==> src/bist_fifo.sv <==
`timescale 1ns/1ps
module bist_fifo #(
   parameter int WIDTH = 1,
   parameter int DEPTH = 8
) (
   input wire logic sys_clk,
   input wire logic arst_n,
   input wire logic flush,
   input wire logic inValid,
   output logic inReady,
   input wire logic [WIDTH-1:0] inData,
   output logic outValid,
   input wire logic outReady,
   output logic [WIDTH-1:0] outData
);
   localparam int AW = (DEPTH > 1) ? $clog2(DEPTH) : 1;
   localparam logic [AW:0] FULL_CNT = (AW + 1)'(DEPTH);
   localparam logic [AW-1:0] LAST_PTR = AW'(DEPTH - 1);

   logic [WIDTH-1:0] mem [DEPTH];
   logic [AW-1:0] wrPtr_q, wrPtr_d, rdPtr_q, rdPtr_d;
   logic [AW:0] count_q, count_d;
   logic push, pop;

   assign inReady = (count_q != FULL_CNT) && !flush;
   assign outValid = (count_q != '0) && !flush;
   assign outData = mem[rdPtr_q];
   assign push = inValid && inReady;
   assign pop = outValid && outReady;

   always_comb begin
      wrPtr_d = wrPtr_q;
      rdPtr_d = rdPtr_q;
      count_d = count_q;
      if (flush) begin
         wrPtr_d = '0;
         rdPtr_d = '0;
         count_d = '0;
      end else begin
         if (push) begin
            wrPtr_d = (wrPtr_q == LAST_PTR) ? '0 : wrPtr_q + 1'b1;
         end
         if (pop) begin
            rdPtr_d = (rdPtr_q == LAST_PTR) ? '0 : rdPtr_q + 1'b1;
         end
         if (push && !pop) begin
            count_d = count_q + 1'b1;
         end else if (pop && !push) begin
            count_d = count_q - 1'b1;
         end
      end
   end

   always_ff @(posedge sys_clk or negedge arst_n) begin
      if (!arst_n) begin
         wrPtr_q <= '0;
         rdPtr_q <= '0;
         count_q <= '0;
      end else begin
         wrPtr_q <= wrPtr_d;
         rdPtr_q <= rdPtr_d;
         count_q <= count_d;
      end
   end

   // storage carries no reset; only the pointers and count decide what is valid
   always_ff @(posedge sys_clk) begin
      if (push) begin
         mem[wrPtr_q] <= inData;
      end
   end
endmodule

==> config.mk <==
export PLATFORM = sky130hd
export DESIGN_NAME = bist_fifo
export DESIGN_NICKNAME = d
export VERILOG_FILES = /design/src/bist_fifo.sv
export SDC_FILE = /design/constraint.sdc
export NUM_CORES = 1
export LEC_CHECK = 0
export BUFFER_PORTS_ARGS = -buffer_cell sky130_fd_sc_hd__buf_2
export CAP_MARGIN = 20
export CORE_ASPECT_RATIO = 0.7
export CORE_MARGIN = 2
export CORE_UTILIZATION = 40
export CTS_BUF_LIST = sky130_fd_sc_hd__clkbuf_8
export DETAILED_ROUTE_END_ITERATION = 16
export PLACE_DENSITY = 0.63
export SYNTH_ARGS = -nofsm -noshare
export SYNTH_HDL_FRONTEND = slang
export SYNTH_SLANG_ARGS = --single-unit
==> constraint.sdc <==
create_clock -name sys_clk -period 3.1 [get_ports sys_clk]
set_input_delay 0.31 -clock sys_clk [delete_from_list [all_inputs] [get_ports sys_clk]]
set_output_delay 0.31 -clock sys_clk [all_outputs]
set_load 0.02 [all_outputs]
==> run summary, run 1 <==
result of the run - finished, final reports clean
RSZ-0062 raised after global routing - false
portion of the clock cycle consumed by the worst path in the final layout - 81.2%
cell-by-cell trace of the critical path - or4b_1, and2_4, or2b_1, ha_1, a21o_1, a21oi_1, nand3_1, o2111ai_1, nand3_1
hold buffer count at cts - 1
Hold Fails Final Rpt - 0
Antenna Nets Post-Route - 0
final WL - 1660 µm
Lkg Pwr - 0.000482 µW
post-synthesis to final-layout area growth - 10.9%
post-cts resize count - 0
number of I/O port buffers - 8
number of enable-type register cells in the synthesized netlist - 8
area of the die - 0.00301 mm²
starting density of the core - 41.9%
antenna violations before repair - 0
Crit Path Category - flip-flop to flip-flop
Post-synth top flop - sky130_fd_sc_hd__dfrtp_1
cell at the root of the clock tree - sky130_fd_sc_hd__clkbuf_8
slew at the pin with the worst max-slew slack - 0.365 ns
via count of the first global-routing pass - 629
overall power consumption - 726 µW
# setup viols final - 0
critical path peak fanout - 7
Inserted Diodes - 0
core outline area - 0.00246 mm²
clk_skew - 0.00148 ns
drt first pass iters - 4
global-route total usage across every layer - 13.7%
maximum number of pins on one net before global-route repair - 12
gp weighted congestion - 0.749
most frequently used cell type in the post-synthesis netlist - sky130_fd_sc_hd__dfrtp_1
number of top-level design ports - 9
share of Yosys cell area claimed by the top area cell type - 24.3%
CTS clock-pin slew for the worst setup and hold paths - 0.07 ns
number of buffers created by CTS - 3
horizontal die dimension - 64.7 µm
Synth area leader - sky130_fd_sc_hd__dfrtp_1
global-route layer with the greatest usage - met2
met1 global-route usage - 18.7%
later-pin clock latency in the skew report - 0.25 ns
share of layout cells above drive strength 1 - 20.8%
global-route wire length before repair - 2960 µm
TritonCTS clock tree - built
Slew Limit Headroom - 75.4%
via count of the routed design - 661
Die Y - 46.5 µm
max incr delay on CP - 0.58 ns
detailed placer's ending HPWL - 1290 µm
critical path arrival - 2.65 ns
DRC Markers - 0
met2 usage in global routing - 21.9%
syn nets - 99
setup total negative slack - 0 ns
Bufs and invs on worst path - 0
final number of max-transition violations - 0
Min-Delay Path Class - input pin to flip-flop
synth unique cells - 35
kind of end point of the critical path - flip-flop
register bit count reported by yosys - 18
maximum level of the CTS H-tree - 1
type of origin of the critical path - flip-flop
peak clock frequency supported by timing - 0.397 GHz
Synth area leaders - sky130_fd_sc_hd__dfrtp_1 24%, sky130_fd_sc_hd__edfxtp_1 23%, sky130_fd_sc_hd__ha_1 7.3%, sky130_fd_sc_hd__mux4_2 4.4%, sky130_fd_sc_hd__mux2i_1 3.9%
global-route congestion overflow total - 0
synthesized area per cell - 12.0 µm²
CTS sink count - 18
number of setup buffers added after CTS - 0
critical path required time - 3.23 ns
Power Dens Cells - 635 mW/mm²
met3 track demand over resource in global routing - 4.40%
DRT iter0 DRCs - 24
cell area after technology mapping - 0.00103 mm²
cell at the slowest stage of the critical path - sky130_fd_sc_hd__or4b_1
dominant cell type by count on the critical path - sky130_fd_sc_hd__nand3_1
worst supply voltage drop on vdd - 0.000336 V
Top Family by Delay on Critical Path - simple AND/OR/NAND/NOR gates
proportion of synthesized flip-flops having asynchronous set or reset - 55.6%
number of buffers on the longest clock path - 2
row cnt - 15
WL/cell - 12.8 µm
count of synthesis-stage warnings from yosys - 0
maximum capacitance violations - 0
Via-to-Cell Ratio - 5.08
sequential element share of the synthesized area - 47.6%
net count of the finished layout - 110
Period minus WS final - 2.52 ns
synth cell count leaders - 10 x sky130_fd_sc_hd__dfrtp_1, 8 x sky130_fd_sc_hd__edfxtp_1, 6 x sky130_fd_sc_hd__ha_1, 6 x sky130_fd_sc_hd__nand2_1, 6 x sky130_fd_sc_hd__nor2_1
cell count after synthesis - 86
worst register-to-register path, cell delays in order (launching register included):
cell                        delay [ns]
sky130_fd_sc_hd__dfrtp_1          0.43
sky130_fd_sc_hd__or4b_1           0.58
sky130_fd_sc_hd__and2_4           0.22
sky130_fd_sc_hd__or2b_1           0.20
sky130_fd_sc_hd__ha_1             0.23
sky130_fd_sc_hd__a21o_1           0.17
sky130_fd_sc_hd__a21oi_1          0.21
sky130_fd_sc_hd__nand3_1          0.13
sky130_fd_sc_hd__o2111ai_1        0.13
sky130_fd_sc_hd__nand3_1          0.09
cell usage in the layout (no fill, tap or decap):
cell type,Yosys,final
sky130_fd_sc_hd__mux2i_1,4,4
sky130_fd_sc_hd__fa_1,1,1
sky130_fd_sc_hd__dlygate4sd3_1,0,1
sky130_fd_sc_hd__nand3_1,5,5
sky130_fd_sc_hd__and2_4,1,1
sky130_fd_sc_hd__o21ai_0,1,1
sky130_fd_sc_hd__nor2_1,6,6
sky130_fd_sc_hd__clkinv_1,0,1
sky130_fd_sc_hd__a21o_1,2,2
sky130_fd_sc_hd__dfrtp_1,10,10
sky130_fd_sc_hd__clkbuf_8,0,3
sky130_fd_sc_hd__and2_2,1,1
sky130_fd_sc_hd__mux2i_2,1,1
sky130_fd_sc_hd__or4b_1,1,1
sky130_fd_sc_hd__buf_4,0,1
sky130_fd_sc_hd__nor4_1,2,2
sky130_fd_sc_hd__or3_1,1,1
sky130_fd_sc_hd__or2b_1,1,1
sky130_fd_sc_hd__xnor2_2,1,1
sky130_fd_sc_hd__xor2_1,1,1
sky130_fd_sc_hd__nor2_8,1,1
sky130_fd_sc_hd__inv_1,5,5
sky130_fd_sc_hd__ha_1,6,6
sky130_fd_sc_hd__buf_2,1,8
sky130_fd_sc_hd__nand2_1,6,6
sky130_fd_sc_hd__nor4b_1,2,2
sky130_fd_sc_hd__mux4_2,2,2
sky130_fd_sc_hd__mux2_2,1,1
sky130_fd_sc_hd__a21oi_1,1,1
sky130_fd_sc_hd__o22ai_1,2,2
sky130_fd_sc_hd__nor3_1,2,2
sky130_fd_sc_hd__edfxtp_1,8,8
sky130_fd_sc_hd__nor2b_1,1,1
sky130_fd_sc_hd__o2111ai_1,1,1
sky130_fd_sc_hd__o31ai_1,1,1
sky130_fd_sc_hd__nor3b_1,3,3
sky130_fd_sc_hd__nand2b_1,1,1
metrics by stage:
step / instance area (µm²) / hold WS [ns] / std cells / utilization [%] / worst slack, ns
2_1_floorplan: 1030 / 0.0144 / 86 / - / 0.685
3_3_place_gp: 1090 / 0.187 / 125 / 44.3 / 0.669
3_5_place_dp: 1090 / 0.189 / 125 / 44.3 / 0.610
4_1_cts: 1140 / 0.325 / 130 / 46.5 / 0.597
5_1_grt: 1140 / 0.336 / 130 / 46.5 / 0.398
6_report: 1140 / 0.338 / 130 / 46.5 / 0.583
cell families (layout without fill, tap and decap cells):
family | Yosys count | after routing | synth area share, %
simple gates | 34 | 34 | 19.9
fa+ha+maj | 7 | 7 | 9.22
mux | 8 | 8 | 10.7
xor+xnor | 2 | 2 | 2.43
flops | 18 | 18 | 47.6
buf+inv | 9 | 19 | 4.97
compound gates | 8 | 8 | 5.22
sequential cells by signal (all words and copies together) (netlist names):
name,flops
mem,8
count_q,4
rdPtr_q,3
wrPtr_q,3
per-layer routing:
metal / up-vias / wire (µm)
li1: 332 / -
met1: 321 / 863
met4: 0 / 10
met5: - / 0
met3: 2 / 46
met2: 6 / 740
report_power, final:
| group | total [µW] | leakage [µW] | switching, µW | internal (µW) |
|---|---|---|---|---|
| clock network | 161 | 0.0000231 | 72.9 | 87.8 |
| registers | 331 | 0.000205 | 47.4 | 284 |
| logic | 234 | 0.000253 | 122 | 112 |
cell type report:
class                   count  area, µm²
multi-input cells          59        489
well taps                  34       42.5
inverters                   5       18.8
clock buffers               3       41.3
fillers                   215       1320
repair buffers             10       57.6
clock inverters             1       3.75
flip-flops and latches     18        490
final timing paths:
kind	from	slack [ns]	cells past startpoint	end
max in group asynchronous	arst_n	2.45	2	wrPtr_q[1]$_DFFE_PN0P_
worst min register to register	count_q[0]$_DFFE_PN0P_	0.55	1	count_q[0]$_DFFE_PN0P_
min in group asynchronous	arst_n	0.45	2	count_q[2]$_DFFE_PN0P_
worst min-delay path	inData	0.34	1	mem[4]$_DFFE_PP_
worst max-delay path	count_q[0]$_DFFE_PN0P_	0.58	9	count_q[3]$_DFFE_PN0P_
worst max register to register	count_q[0]$_DFFE_PN0P_	0.58	9	count_q[3]$_DFFE_PN0P_
No activity file was read; power rests on OpenSTA's default activity.
==> inputs of run 2 (changes only) <==
PLACE_DENSITY = 0.65   (was 0.63)
clock period = 2.17 ns   (was 3.1 ns; I/O delays follow)
==> run summary, run 2 (synthesis results as in run 1) <==
Lkg Pwr - 0.000522 µW
peak clock frequency supported by timing - 0.434 GHz
via count of the routed design - 694
proportion of total power due to net switching - 32.8%
antenna violations before repair - 0
DRT iter0 DRCs - 22
slew at the pin with the worst max-slew slack - 0.417 ns
drt first pass iters - 4
fraction of power consumed by sequential logic - 41.0%
leading cell types in the layout, fill and taps excluded - 10 x sky130_fd_sc_hd__dfrtp_1, 9 x sky130_fd_sc_hd__buf_4, 8 x sky130_fd_sc_hd__buf_2, 8 x sky130_fd_sc_hd__edfxtp_1
cell at the slowest stage of the critical path - sky130_fd_sc_hd__or4b_4
RSZ-0062 raised after global routing - true
TritonCTS clock tree - built
kind of end point of the critical path - flip-flop
crit path setup slack, layout - -0.133 ns
row cnt - 15
violated checks - negative setup slack
global-route congestion overflow total - 0
share of power burned in combinational logic - 38.3%
CTS clock-pin slew for the worst setup and hold paths - 0.07 ns
WL/cell - 13.2 µm
worst supply voltage drop on vdd - 0.000542 V
overall power consumption - 1130 µW
cell at the root of the clock tree - sky130_fd_sc_hd__clkbuf_8
Min-Delay Path Class - input pin to flip-flop
maximum number of pins on one net before global-route repair - 12
number of I/O port buffers - 8
final core utilization - 49.4%
Inserted Diodes - 0
portion of the clock cycle consumed by the worst path in the final layout - 106%
starting density of the core - 41.9%
global-route wire length before repair - 3150 µm
share of layout cells above drive strength 1 - 29.8%
max incr delay on CP - 0.55 ns
critical path peak fanout - 3
gp weighted congestion - 0.786
core outline area - 0.00246 mm²
most flop-heavy register - mem
maximum capacitance violations - 0
part of the total power dissipated in the clock network - 20.6%
Bufs and invs on worst path - 0
DRC Markers - 0
type of origin of the critical path - flip-flop
largest registers - mem: 8 flops, count_q: 4 flops
Slew Limit Headroom - 71.9%
clk_skew - 0.00294 ns
Power Dens Cells - 932 mW/mm²
critical path arrival - 2.44 ns
Via-to-Cell Ratio - 5.03
number of top-level design ports - 9
detailed placer's ending HPWL - 1410 µm
net count of the finished layout - 118
later-pin clock latency in the skew report - 0.25 ns
Top Family by Delay on Critical Path - simple AND/OR/NAND/NOR gates
final number of max-transition violations - 0
maximum level of the CTS H-tree - 1
Die Y - 46.5 µm
dominant cell type by count on the critical path - sky130_fd_sc_hd__nand3_1
horizontal die dimension - 64.7 µm
final WL - 1820 µm
result of the run - complete, but fails checks
CTS sink count - 18
cell-by-cell trace of the critical path - or4b_4, and2_4, or2b_1, ha_1, a21o_1, a21oi_2, nand3_1, o2111ai_1, nand3_1
Period minus WS final - 2.30 ns
via count of the first global-routing pass - 650
number of buffers created by CTS - 3
most common cell after layout, fill and taps aside - sky130_fd_sc_hd__dfrtp_1
reported net switching power - 371 µW
Antenna Nets Post-Route - 0
global-route total usage across every layer - 14.6%
# setup viols final - 1
Hold Fails Final Rpt - 0
Crit Path Category - flip-flop to flip-flop
post-synthesis to final-layout area growth - 17.7%
area of the die - 0.00301 mm²
Internal Dissipation - 760 µW
critical path required time - 2.30 ns
Largest register FFs - 8
number of buffers on the longest clock path - 2
==> run 2: cell types whose count changed in the layout (fill, tap and decap cells not counted) <==
cell	change
sky130_fd_sc_hd__or4b_1	-1
sky130_fd_sc_hd__or4b_4	+1
sky130_fd_sc_hd__fa_2	+1
sky130_fd_sc_hd__buf_4	+8
sky130_fd_sc_hd__fa_1	-1
sky130_fd_sc_hd__a21oi_1	-1
sky130_fd_sc_hd__a21oi_2	+1
==> run 2: layout make-up <==
cell class	count	area [µm²]
fill	234	1240
multi-input combinational	59	499
timing repair buffer	18	118
sequential	18	490
inverter	5	18.8
clock inverter	1	3.75
tap	34	42.5
clock buffer	3	41.3
==> run 2: path summary, 6_finish.rpt <==
path,end,startpoint,cells after the start,slack (ns)
setup / recovery,count_q[3]$_DFFE_PN0P_,count_q[2]$_DFFE_PN0P_,9,-0.13
setup reg to reg,count_q[3]$_DFFE_PN0P_,count_q[2]$_DFFE_PN0P_,9,-0.13
hold reg to reg,count_q[0]$_DFFE_PN0P_,count_q[0]$_DFFE_PN0P_,1,0.56
max in group asynchronous,rdPtr_q[2]$_DFFE_PN0P_,arst_n,2,1.61
hold / removal,rdPtr_q[1]$_DFFE_PN0P_,flush,2,0.23
min in group asynchronous,count_q[2]$_DFFE_PN0P_,arst_n,2,0.36
==> run 2: metrics by stage <==
stage / hold slack, ns / cells / setup slack [ns] / TNS [ns] / cell area (µm²)
after CTS: 0.228 / 137 / -0.124 / -0.124 / 1200
after global routing: 0.230 / 138 / -0.276 / -0.278 / 1210
after floorplan: -0.0786 / 86 / -0.122 / -0.122 / 1040
after global placement: 0.0947 / 132 / -0.0658 / -0.0658 / 1150
final: 0.232 / 138 / -0.133 / -0.133 / 1210
after detailed placement: 0.103 / 132 / -0.110 / -0.110 / 1150
==> run 2: power by group through the flow <==
stage / clock [µW] / combinational, µW / sequential (µW)
finish: 234 / 434 / 464
global route: 260 / 497 / 473
CTS: 242 / 422 / 466
detailed placement: 0 / 420 / 472
global placement: 0 / 408 / 471
floorplan: 0 / 296 / 463
==> run 2: repair_timing <==
item | CTS | global route
endpoints found under the setup margin | 1 | 2
gates resized for setup | 0 | 1
pin swaps | 0 | 3
endpoints found under the hold margin | 10 | 0
buffers inserted | 0 | 1
hold buffers | 1 | 0
==> run 2: worst reg2reg max path, delay by kind of cell, from the launching register on <==
kind / cells / cell delay, ns
AOI/OAI and AO/OA: 3 / 0.44
adders and majority gates: 1 / 0.23
and+or+nand+nor: 5 / 1.10
DFF: 1 / 0.40
==> run 2: routing by layer <==
layer  part of all wire (%)  GRT usage (%)
met3                    4.6           4.65
met1                     53           21.1
met2                     42           21.5
met5                      0              0
met4                   0.60           3.83
